==> config.mk <==
export PLATFORM = sky130hd
export DESIGN_NAME = fol_fail_output
export DESIGN_NICKNAME = d
export VERILOG_FILES = /design/src/rtl/fol_pkg.sv /design/src/rtl/fol_fail_output.sv
export SDC_FILE = /design/constraint.sdc
export NUM_CORES = 1
export LEC_CHECK = 0
export BUFFER_PORTS_ARGS = -buffer_cell sky130_fd_sc_hd__buf_2
export CAP_MARGIN = 5
export CORE_MARGIN = 3
export CORE_UTILIZATION = 34
export DETAILED_ROUTE_END_ITERATION = 8
export PLACE_DENSITY = 0.5
export SKIP_CTS_REPAIR_TIMING = 1
export SLEW_MARGIN = 20
export SYNTH_ARGS = -nofsm -noshare
export SYNTH_HDL_FRONTEND = slang
export SYNTH_SLANG_ARGS = --single-unit
==> constraint.sdc <==
create_clock -name clock -period 3.2 [get_ports clock]
set_input_delay 0.48 -clock clock [delete_from_list [all_inputs] [get_ports clock]]
set_output_delay 0.48 -clock clock [all_outputs]
set_load 0.01 [all_outputs]
==> src/rtl/fol_pkg.sv <==
/*
  Constants for the fail output logic: filter times, counts, reset values.
  Assumes a single 10 MHz clock domain.
*/
package fol_pkg;
  // Clock period in ns
  localparam int ClockPeriodNs = 100;
  // Configuration select filter, typical and bounds in ns
  localparam int CfgFilterTypNs = 8000;
  localparam int CfgFilterMinNs = 6000;
  localparam int CfgFilterMaxNs = 10000;
  localparam int CfgFilterCycles = CfgFilterTypNs / ClockPeriodNs;
  // Fail/test pin filter, typical and bounds in ns
  localparam int TestFilterTypNs = 64000;
  localparam int TestFilterMinNs = 52000;
  localparam int TestFilterMaxNs = 81000;
  localparam int TestFilterCycles = TestFilterTypNs / ClockPeriodNs;
  // Undervoltage detections that trip the fail output
  localparam int UvTripCount = 4;
  // Filter counter width
  localparam int FiltW = 10;
  // Reset values
  localparam logic ResetFailOut = 1'h0;
  localparam logic ResetFlag = 1'h0;
  localparam logic ResetCfgSingleWd = 1'h0;
  localparam logic ResetCfgFailSafe = 1'h1;

  // Sequencer states
  typedef enum logic [1:0] {
    FOL_INIT = 2'b00,
    FOL_RUN = 2'b01
  } fol_state_e;
endpackage

==> src/rtl/fol_fail_output.sv <==
/*
  Fail output logic: collects failure conditions, drives the low-side fail
  output, keeps the sticky fail-active flag, and decodes the configuration.
  Assumes pin inputs are asynchronous; event inputs are one-cycle pulses from
  logic on the same clock; software reset pulse comes from the mode logic.
*/
// Contract
// [RQ1] Any failure turns the fail output on and sets the fail-active flag.
// [RQ2] Watchdog failures trip the output after one or two, per configuration.
// [RQ3] Level-two thermal shutdown or supply short to ground trips the output.
// [RQ4] Supply overvoltage trips the output only while its reset enable is set.
// [RQ5] The fourth consecutive supply undervoltage detection trips the output.
// [RQ6] Select bit 1 means one watchdog failure, pull-up absent means fail-safe.
// [RQ7] Output turns off only once no failure remains and the host cleared the flag.
// [RQ8] After a watchdog failure, release also needs a good watchdog trigger.
// [RQ9] The output asserts for every failure, fail-safe or not.
// [RQ10] The interrupt pin configuration level is filtered for 8 us.
// [RQ11] The fail/test pin level is filtered for 64 us before a change counts.
// [RQ12] A software reset re-evaluates the configuration from pins and bit.
// [RQ13] After reset the output is off and the flag clear; the flag is sticky.
module fol_fail_output #(
  parameter int CfgCycles = fol_pkg::CfgFilterCycles,
  parameter int TestCycles = fol_pkg::TestFilterCycles
) (
  // Clock and reset
  input wire logic clock,
  input wire logic arst_n,
  // Failure events, same clock
  input wire logic wdFailPulse,
  input wire logic wdGoodTrigger,
  input wire logic thermal_shutdown_level_two,
  input wire logic ioShortGnd,
  input wire logic ioOvervoltage,
  input wire logic ioUndervoltPulse,
  input wire logic ioSupplyGoodPulse,
  // Control bits
  input wire logic io_overvoltage_reset_enable,
  input wire logic config_select_bit,
  input wire logic flagClearPulse,
  input wire logic softResetPulse,
  // Pins, asynchronous
  input wire logic interruptPinSense,
  input wire logic failTestPinSense,
  // Outputs
  output logic fail_out_pin,
  output logic fail_active_flag,
  output logic cfgSingleWd,
  output logic cfgFailSafe,
  output logic testModeLevel,
  output logic cfgValid
);
  import fol_pkg::*;

  typedef struct packed {
    logic [1:0] intSync;
    logic intLast;
    logic [1:0] testSync;
    fol_state_e state;
    logic [FiltW-1:0] cfgCnt;
    logic [FiltW-1:0] testCnt;
    logic cfgValid;
    logic cfgSingleWd;
    logic cfgFailSafe;
    logic testLevel;
    logic [1:0] wdCnt;
    logic wdLatched;
    logic [2:0] uvCnt;
    logic uvLatched;
    logic failOut;
    logic flag;
    logic [FiltW-1:0] intHeld; // Checker helper, not used by the logic
  } fol_s;

  fol_s r;
  fol_s next_r;
  logic rstN;
  logic [1:0] rstSync;
  logic failNow;
  logic [1:0] wdNeed;

  ////////////////////////////////////////////////////////////////////////////
  // Reset release through two flip-flops
  always_ff @(posedge clock or negedge arst_n) begin
    if (!arst_n) begin
      rstSync <= 2'h0;
    end else begin
      rstSync <= {rstSync[0], 1'h1};
    end
  end
  assign rstN = rstSync[1];

  // Combined live failure term
  always_comb begin
    wdNeed = r.cfgSingleWd ? 2'h1 : 2'h2; // see [RQ2] see [RQ6]
    failNow = r.wdLatched || r.uvLatched
      || thermal_shutdown_level_two || ioShortGnd // see [RQ3]
      || (ioOvervoltage && io_overvoltage_reset_enable); // see [RQ4]
  end

  ////////////////////////////////////////////////////////////////////////////
  // Next state
  always_comb begin
    next_r = r;
    // Pins through two flip-flops; a third copy of the config level feeds the filter
    next_r.intSync = {r.intSync[0], interruptPinSense};
    next_r.intLast = r.intSync[1];
    next_r.testSync = {r.testSync[0], failTestPinSense};
    // Fail/test pin filter: level accepted after stable period
    if (r.testSync[1] == r.testLevel) begin
      next_r.testCnt = '0;
    end else if (r.testCnt >= FiltW'(TestCycles - 1)) begin
      next_r.testCnt = '0;
      next_r.testLevel = r.testSync[1]; // see [RQ11]
    end else begin
      next_r.testCnt = r.testCnt + FiltW'(1);
    end
    // Configuration sampling sequencer
    case (r.state)
      FOL_INIT: begin
        if (r.intSync[1] != r.intLast) begin
          next_r.cfgCnt = '0;
        end else if (r.cfgCnt >= FiltW'(CfgCycles - 1)) begin
          next_r.cfgSingleWd = config_select_bit; // see [RQ6]
          next_r.cfgFailSafe = !r.intSync[1]; // see [RQ6] see [RQ10]
          next_r.cfgValid = 1'h1;
          next_r.state = FOL_RUN;
        end else begin
          next_r.cfgCnt = r.cfgCnt + FiltW'(1);
        end
      end
      FOL_RUN: begin
        if (softResetPulse) begin
          next_r.state = FOL_INIT; // see [RQ12]
          next_r.cfgCnt = '0;
          next_r.cfgValid = 1'h0;
        end
      end
      default: begin
        next_r.state = FOL_INIT;
      end
    endcase
    // Watchdog failure count; good trigger clears
    if (wdGoodTrigger) begin
      next_r.wdCnt = 2'h0;
      next_r.wdLatched = 1'h0; // see [RQ8]
    end else if (wdFailPulse) begin
      if (r.wdCnt + 2'h1 >= wdNeed) begin
        next_r.wdLatched = 1'h1; // see [RQ2]
        next_r.wdCnt = wdNeed;
      end else begin
        next_r.wdCnt = r.wdCnt + 2'h1;
      end
    end
    // Consecutive undervoltage count; good supply breaks the run
    if (ioSupplyGoodPulse && !ioUndervoltPulse) begin
      next_r.uvCnt = 3'h0;
      next_r.uvLatched = 1'h0;
    end else if (ioUndervoltPulse && !r.uvLatched) begin
      next_r.uvCnt = r.uvCnt + 3'h1;
      if (r.uvCnt + 3'h1 >= 3'(UvTripCount)) begin
        next_r.uvLatched = 1'h1; // see [RQ5]
      end
    end
    // Sticky flag, set wins over clear
    if (failNow) begin
      next_r.flag = 1'h1; // see [RQ1] see [RQ13]
    end else if (flagClearPulse) begin
      next_r.flag = 1'h0; // see [RQ7]
    end
    // Output on for any failure, off once cleared and no failure
    if (failNow) begin
      next_r.failOut = 1'h1; // see [RQ1] see [RQ9]
    end else if (!r.flag) begin
      next_r.failOut = 1'h0; // see [RQ7] see [RQ8]
    end
    // Checker helper: cycles the synced config level has held still
    if (r.intSync[1] != r.intLast) begin
      next_r.intHeld = '0;
    end else if (r.intHeld != '1) begin
      next_r.intHeld = r.intHeld + FiltW'(1);
    end
  end

  ////////////////////////////////////////////////////////////////////////////
  // State register
  always_ff @(posedge clock or negedge rstN) begin
    if (!rstN) begin
      r.intSync <= 2'h0;
      r.intLast <= 1'h0;
      r.testSync <= 2'h0;
      r.state <= FOL_INIT;
      r.cfgCnt <= '0;
      r.testCnt <= '0;
      r.cfgValid <= 1'h0;
      r.cfgSingleWd <= ResetCfgSingleWd;
      r.cfgFailSafe <= ResetCfgFailSafe;
      r.testLevel <= 1'h0;
      r.wdCnt <= 2'h0;
      r.wdLatched <= 1'h0;
      r.uvCnt <= 3'h0;
      r.uvLatched <= 1'h0;
      r.failOut <= ResetFailOut; // see [RQ13]
      r.flag <= ResetFlag;
      r.intHeld <= '0;
    end else begin
      r.intSync <= next_r.intSync;
      r.intLast <= next_r.intLast;
      r.testSync <= next_r.testSync;
      r.state <= next_r.state;
      r.cfgCnt <= next_r.cfgCnt;
      r.testCnt <= next_r.testCnt;
      r.cfgValid <= next_r.cfgValid;
      r.cfgSingleWd <= next_r.cfgSingleWd;
      r.cfgFailSafe <= next_r.cfgFailSafe;
      r.testLevel <= next_r.testLevel;
      r.wdCnt <= next_r.wdCnt;
      r.wdLatched <= next_r.wdLatched;
      r.uvCnt <= next_r.uvCnt;
      r.uvLatched <= next_r.uvLatched;
      r.failOut <= next_r.failOut;
      r.flag <= next_r.flag;
      r.intHeld <= next_r.intHeld;
    end
  end

  // Outputs straight from flip-flops
  assign fail_out_pin = r.failOut;
  assign fail_active_flag = r.flag;
  assign cfgSingleWd = r.cfgSingleWd;
  assign cfgFailSafe = r.cfgFailSafe;
  assign testModeLevel = r.testLevel;
  assign cfgValid = r.cfgValid;

  ////////////////////////////////////////////////////////////////////////////
  // Checks
  property p_flag_on_fail;
    @(posedge clock) disable iff (!rstN) failNow |=> r.flag && r.failOut;
  endproperty
  a_flag_on_fail: assert property (p_flag_on_fail) else $error("flag not set"); // see [RQ1]

  property p_therm;
    @(posedge clock) disable iff (!rstN) thermal_shutdown_level_two |=> fail_out_pin;
  endproperty
  a_therm: assert property (p_therm) else $error("thermal no fail"); // see [RQ3]

  property p_ov_gated;
    @(posedge clock) disable iff (!rstN)
      (ioOvervoltage && io_overvoltage_reset_enable) |=> fail_out_pin;
  endproperty
  a_ov_gated: assert property (p_ov_gated) else $error("overvoltage no fail"); // see [RQ4]

  property p_single_wd;
    @(posedge clock) disable iff (!rstN)
      (r.cfgSingleWd && wdFailPulse && !wdGoodTrigger) |=> ##1 fail_out_pin;
  endproperty
  a_single_wd: assert property (p_single_wd) else $error("single wd no fail"); // see [RQ2]

  property p_uv_early;
    @(posedge clock) disable iff (!rstN) (r.uvCnt < 3'h3) |=> !r.uvLatched || $past(r.uvLatched);
  endproperty
  a_uv_early: assert property (p_uv_early) else $error("uv tripped early"); // see [RQ5]

  property p_hold;
    @(posedge clock) disable iff (!rstN) (fail_out_pin && fail_active_flag) |=> fail_out_pin;
  endproperty
  a_hold: assert property (p_hold) else $error("output released early"); // see [RQ7]

  property p_wd_hold;
    @(posedge clock) disable iff (!rstN)
      (r.wdLatched && !wdGoodTrigger) |=> r.wdLatched;
  endproperty
  a_wd_hold: assert property (p_wd_hold) else $error("wd latch lost"); // see [RQ8]

  property p_cfg_filter;
    @(posedge clock) disable iff (!rstN)
      $rose(cfgValid) |-> r.intHeld >= FiltW'(CfgCycles) && cfgFailSafe == !r.intLast;
  endproperty
  a_cfg_filter: assert property (p_cfg_filter) else $error("cfg decode"); // see [RQ10]

  property p_soft_reset;
    @(posedge clock) disable iff (!rstN)
      (r.state == FOL_RUN && softResetPulse) |=> !cfgValid;
  endproperty
  a_soft_reset: assert property (p_soft_reset) else $error("no re-eval"); // see [RQ12]

  property p_ov_refused;
    @(posedge clock) disable iff (!rstN)
      (!fail_out_pin && !io_overvoltage_reset_enable && !thermal_shutdown_level_two
        && !ioShortGnd && !r.wdLatched && !r.uvLatched) |=> !fail_out_pin;
  endproperty
  a_ov_refused: assert property (p_ov_refused) else $error("ov not gated"); // see [RQ4]

  property p_uv_trip;
    @(posedge clock) disable iff (!rstN)
      (ioUndervoltPulse && r.uvCnt == 3'h3) |=> ##1 fail_out_pin;
  endproperty
  a_uv_trip: assert property (p_uv_trip) else $error("uv no fail"); // see [RQ5]

  property p_release;
    @(posedge clock) disable iff (!rstN)
      $fell(fail_out_pin) |-> !$past(fail_active_flag) && !$past(failNow);
  endproperty
  a_release: assert property (p_release) else $error("release with flag set"); // see [RQ7]

  property p_flag_sticky;
    @(posedge clock) disable iff (!rstN)
      (fail_active_flag && !flagClearPulse) |=> fail_active_flag;
  endproperty
  a_flag_sticky: assert property (p_flag_sticky) else $error("flag dropped"); // see [RQ13]

  c_fail: cover property (@(posedge clock) disable iff (!rstN) $rose(fail_out_pin));
  c_release: cover property (@(posedge clock) disable iff (!rstN) $fell(fail_out_pin));
  c_uv: cover property (@(posedge clock) disable iff (!rstN) $rose(r.uvLatched));
  c_test: cover property (@(posedge clock) disable iff (!rstN) $changed(testModeLevel));
  c_cfg: cover property (@(posedge clock) disable iff (!rstN) $rose(cfgValid));
endmodule

* Word level (Yosys, flattened, before mapping)
Index checks and enable logic that the tools add are counted.
** Word-level totals
- Flip-flop bits (word level) :: 42
- Input bits :: 15
- Word-level logic and storage cells :: 84
- Output and inout bits :: 6
** Operators by class
- Bitwise gates (word level) :: 2
- $add $sub $neg :: 4
- Magnitude comparators :: 4
- Muxes and demuxes :: 25
- Reductions and logical operators :: 24
- Equal/unequal tests :: 8
** Operators with widths (number)
- 2-to-1 mux 10 bit :: 4
- adder 10 x 1 -> 10 bit, second input constant :: 2
- one-hot mux 10 bit (2 select lines) :: 1
- 2-to-1 mux 12 bit :: 1
- 2-to-1 mux 3 bit :: 4
- nonzero test 2 bit :: 6
- >= comparator 10 bit, second input constant :: 1
- >= comparator 10 x 7 -> 1 bit, second input constant :: 1
- AND reduction 3 bit :: 3
- 2-to-1 mux 2 bit :: 4
- 2-to-1 mux 4 bit :: 2
- 2-to-1 mux 1 bit :: 7
- != test 2 bit, second input constant :: 3
- AND reduction 2 bit :: 3
- logical OR 1 bit :: 4
- one-hot mux 2 bit (2 select lines) :: 1
- AND reduction 4 bit :: 1
- adder 3 x 1 -> 3 bit, second input constant :: 1
- >= comparator 3 bit, second input constant :: 1
- logical AND 1 bit :: 3
- zero test 1 bit :: 3
- != test 3 bit, second input constant :: 1
- adder 2 x 1 -> 2 bit, second input constant :: 1
- == test 2 x 1 -> 1 bit, second input constant :: 1
- 7 further kinds :: 8

* Logic depth before layout (Yosys ltp)
- Word-level depth :: 5
- Depth in mapped cells :: 6
- Depth with buffers taken out :: 6

* Least setup slack after synthesis
OpenSTA, ideal clock, no wires.
- Kind :: flip-flop to flip-flop
- Start :: register r[33] (netlist bit)
- End :: register r[34] (netlist bit)
- Library setup time :: 0.122 ns
- Setup slack :: 1.130 ns
- Data arrival time :: 1.948 ns
- Period minus slack after synthesis :: 2.070 ns
- Stages on the path, launching flop included :: 7
- Cells stage by stage :: dfrtp_1 -> ha_1 -> a311o_1 -> a2111o_1 -> a21oi_4 -> inv_2 -> a32o_1
** Between the ends
- Word-level cells in the longest chain between the ends :: 4
- Elaborated cells between the ends (all ways) :: 7
- Those cells by class :: add/sub (1); order compare (1); eq/ne (1); mux (3); reduce/logical (1)
** RTL lines
- start: declaration :: line fol_fail_output.sv:74 : fol_s r;
- adder 10 x 1 -> 10 bit :: line fol_fail_output.sv:128 : next_r.cfgCnt = r.cfgCnt + FiltW'(1);
- 2-to-1 mux 10 bit :: line fol_fail_output.sv:122 : end else if (r.cfgCnt >= FiltW'(CfgCycles - 1)) begin
- 2-to-1 mux 10 bit :: line fol_fail_output.sv:120 : if (r.intSync[1] != r.intLast) begin
- one-hot mux 10 bit (2 select lines) :: line fol_fail_output.sv:118 : case (r.state)
Parallel ways exist; a longest one is shown, timed or not. The select of a mux whose other input is x is not followed.
A chain may end at the register's enable or synchronous reset.

* Worst setup path after layout
Same ends and word-level chain as after synthesis.

==> metrics.txt <==
status=completed; Power Total=0.00139 W; clock-pin slew on the worst setup and hold paths=0.07 ns; diode count=0; arrival time at the worst endpoint=2.38 ns; Syn Inst Count=163; Initial Util=35.4%; DRT iter0 DRCs=71; gr usage total=11.3%; Pre-antenna DRT Iters=4; Post-DP HPWL=2.42 mm; num rows=26; utilization after layout=41.7%; first-pass GRT wire length=5.51 mm; synth top area cells=dfrtp_1 (55%), ha_1 (4.1%), xor2_1 (3.8%), nor2_1 (3.5%), nand3_1 (2.5%); root cell of the clock tree=clkbuf_8; largest net degree at the start of global routing=26; Worst VDD drop=286 µV; CTS Buf Count=5; clk_lat worst skew=0.28 ns; share of post-route cells with drive strength above 1=21.9%; clk sinks=41; Final Max Slew Viols=0; total congestion overflow=0; # setup viols final=0; CP Launch Type=register; I/O Pins=21; Max Buffers Root-to-Sink=2; IO Port Bufs=20; warning count from the yosys run=0; antenna-violating nets left=0; # DRC=0; CTS tree=done; pin slew with the least headroom to its limit=0.599 ns; worst setup path class=reg -> reg; Reg-to-Reg End=r[34]; Die X=79.4 µm; Synth area leader=dfrtp_1; fin nets=212; synthesis-to-layout area growth=17.6%; R2R Setup Slk=0.99 ns; critical path required time=3.37 ns; initial antenna violation count=0; FFs w/ async S/R, synth=100%; Synth Register Bits=41; prevailing post-synth register cell=dfrtp_1; Die ar.=6310 µm²; area share of the largest cell type after synthesis=54.6%; sequential share of the synthesized area=56.0%; fillcell total=490; H-tree depth=2; Wirelength per Cell=12.2 µm; total number of vias=1297; PwrDens=642 nW/µm²; Setup TNS Final=0 ns; min cycle time layout=2.21 ns; Multi-input gate area=761 µm²; part of the cycle the worst path needs=68.9%; synthesized area=1830 µm²; unrepaired setup endpoints after global routing=false; Hold Fails Final Rpt=0; sequential cell area=1030 µm²; Post-Syn Area per Cell=11.2 µm²; vias in the first global route=1238; Vias per Instance=4.95; Worst Setup End Kind=register; launch point of the worst reg-to-reg path=r[33]; relative slew slack=59.9%; syn_nets=184; HP Class=reg -> async; Clock Skew=0.00342 ns; Die Ht=79.4 µm; Cell variety after synth=39; fmax=453 MHz; core footprint=5170 µm²; number of flops mapped to enable cells by yosys=0; worst-path fanout max=6; Leak Pwr=1.06 nW; max_cap viols=0; R2R depth=6; RePlAce Congestion=0.846; DRT Wirelength=3.20 mm
==> worst max-delay path, cell delays in order, from the launching register on <==
cell	delay [ns]
dfrtp_1	0.41
ha_1	0.24
a311o_1	0.41
a2111o_1	0.53
a21oi_4	0.23
inv_2	0.09
a32o_1	0.20
==> worst max-delay path by stage <==
stage / startpoint / endpoint / cells after the start
finish: r[33] / r[34] / 6
global placement: r[33] / r[34] / 6
floorplan: r[33] / r[34] / 6
detailed placement: r[33] / r[34] / 6
CTS: r[33] / r[34] / 6
global route: r[33] / r[34] / 6
==> placed cells by master (no fill, tap or decap), types with 3 or more instances in the layout <==
cell type  count
xnor2_1        5
nor2_1        17
a31oi_1        7
nand2_1        8
o21ai_0        7
clkbuf_8       6
a21o_1         3
and3_1         3
buf_2         20
a21oi_1        3
xor2_1         8
dfrtp_1       39
a22o_1         3
nand3_1        9
nor3_1         3
ha_1           6
inv_1          9
==> per-layer routing <==
| metal | global-route usage (%) | up-vias | routed length (µm) |
|---|---|---|---|
| li1 | - | 635 | - |
| met1 | 14.3 | 640 | 1490 |
| met2 | 17.6 | 18 | 1560 |
| met3 | 3.95 | 4 | 111 |
| met4 | 4.12 | 0 | 37 |
| met5 | 0 | - | 0 |
==> where the power goes <==
part	switching, W	internal (W)	leakage, nW	total, W
logic	0.000132	0.000143	0.478	0.000275
registers	0.0000875	0.000603	0.525	0.000690
clock network	0.000166	0.000254	0.0585	0.000420
total	0.000385	0.00100	1.06	0.00139
==> kinds of logic after synthesis <==
kind of cell,Yosys count,synth area share (%)
buffers and inverters,12,2.46
xor gates and xnor gates,13,6.21
adders and majority gates,6,4.10
muxes,4,2.32
other,1,0.205
AOI/OAI and AO/OA,35,15.0
and+or+nand+nor,51,13.7
DFF,41,56.0
==> synth_stat cells (5+ instances only) <==
cell type	instances
nand2_1	8
nand3_1	9
ha_1	6
xor2_1	8
xnor2_1	5
inv_1	9
o21ai_0	7
dfrtp_1	40
a31oi_1	7
nor2_1	17
==> state kept, by name, indices dropped and copies added (netlist names) <==
register          cells
cfgValid              1
fail_out_pin          1
cfgFailSafe           1
cfgSingleWd           1
rstSync               2
r                    30
testModeLevel         1
fail_active_flag      1
next_r                3
==> stage by stage <==
step	worst slack, ns	hold slack (ns)	cell area, µm²	instances
after floorplan	1.13	0.184	1830	163
after global placement	1.03	0.265	2030	253
after detailed placement	1.01	0.266	2030	253
after CTS	0.993	-0.0501	2140	261
after global routing	0.904	0.280	2160	262
final	0.994	0.252	2160	262
==> area by class of cell <==
cell class	count	share of cell area [%]
Clock buffer	7	4.00
Inverter	10	1.74
Clock inverter	1	1.39
Tap cell	70	4.06
Sequential cell	41	47.7
Multi-Input combinational cell	110	35.3
Timing Repair Buffer	23	5.80
(Power assumes the default switching activity.)
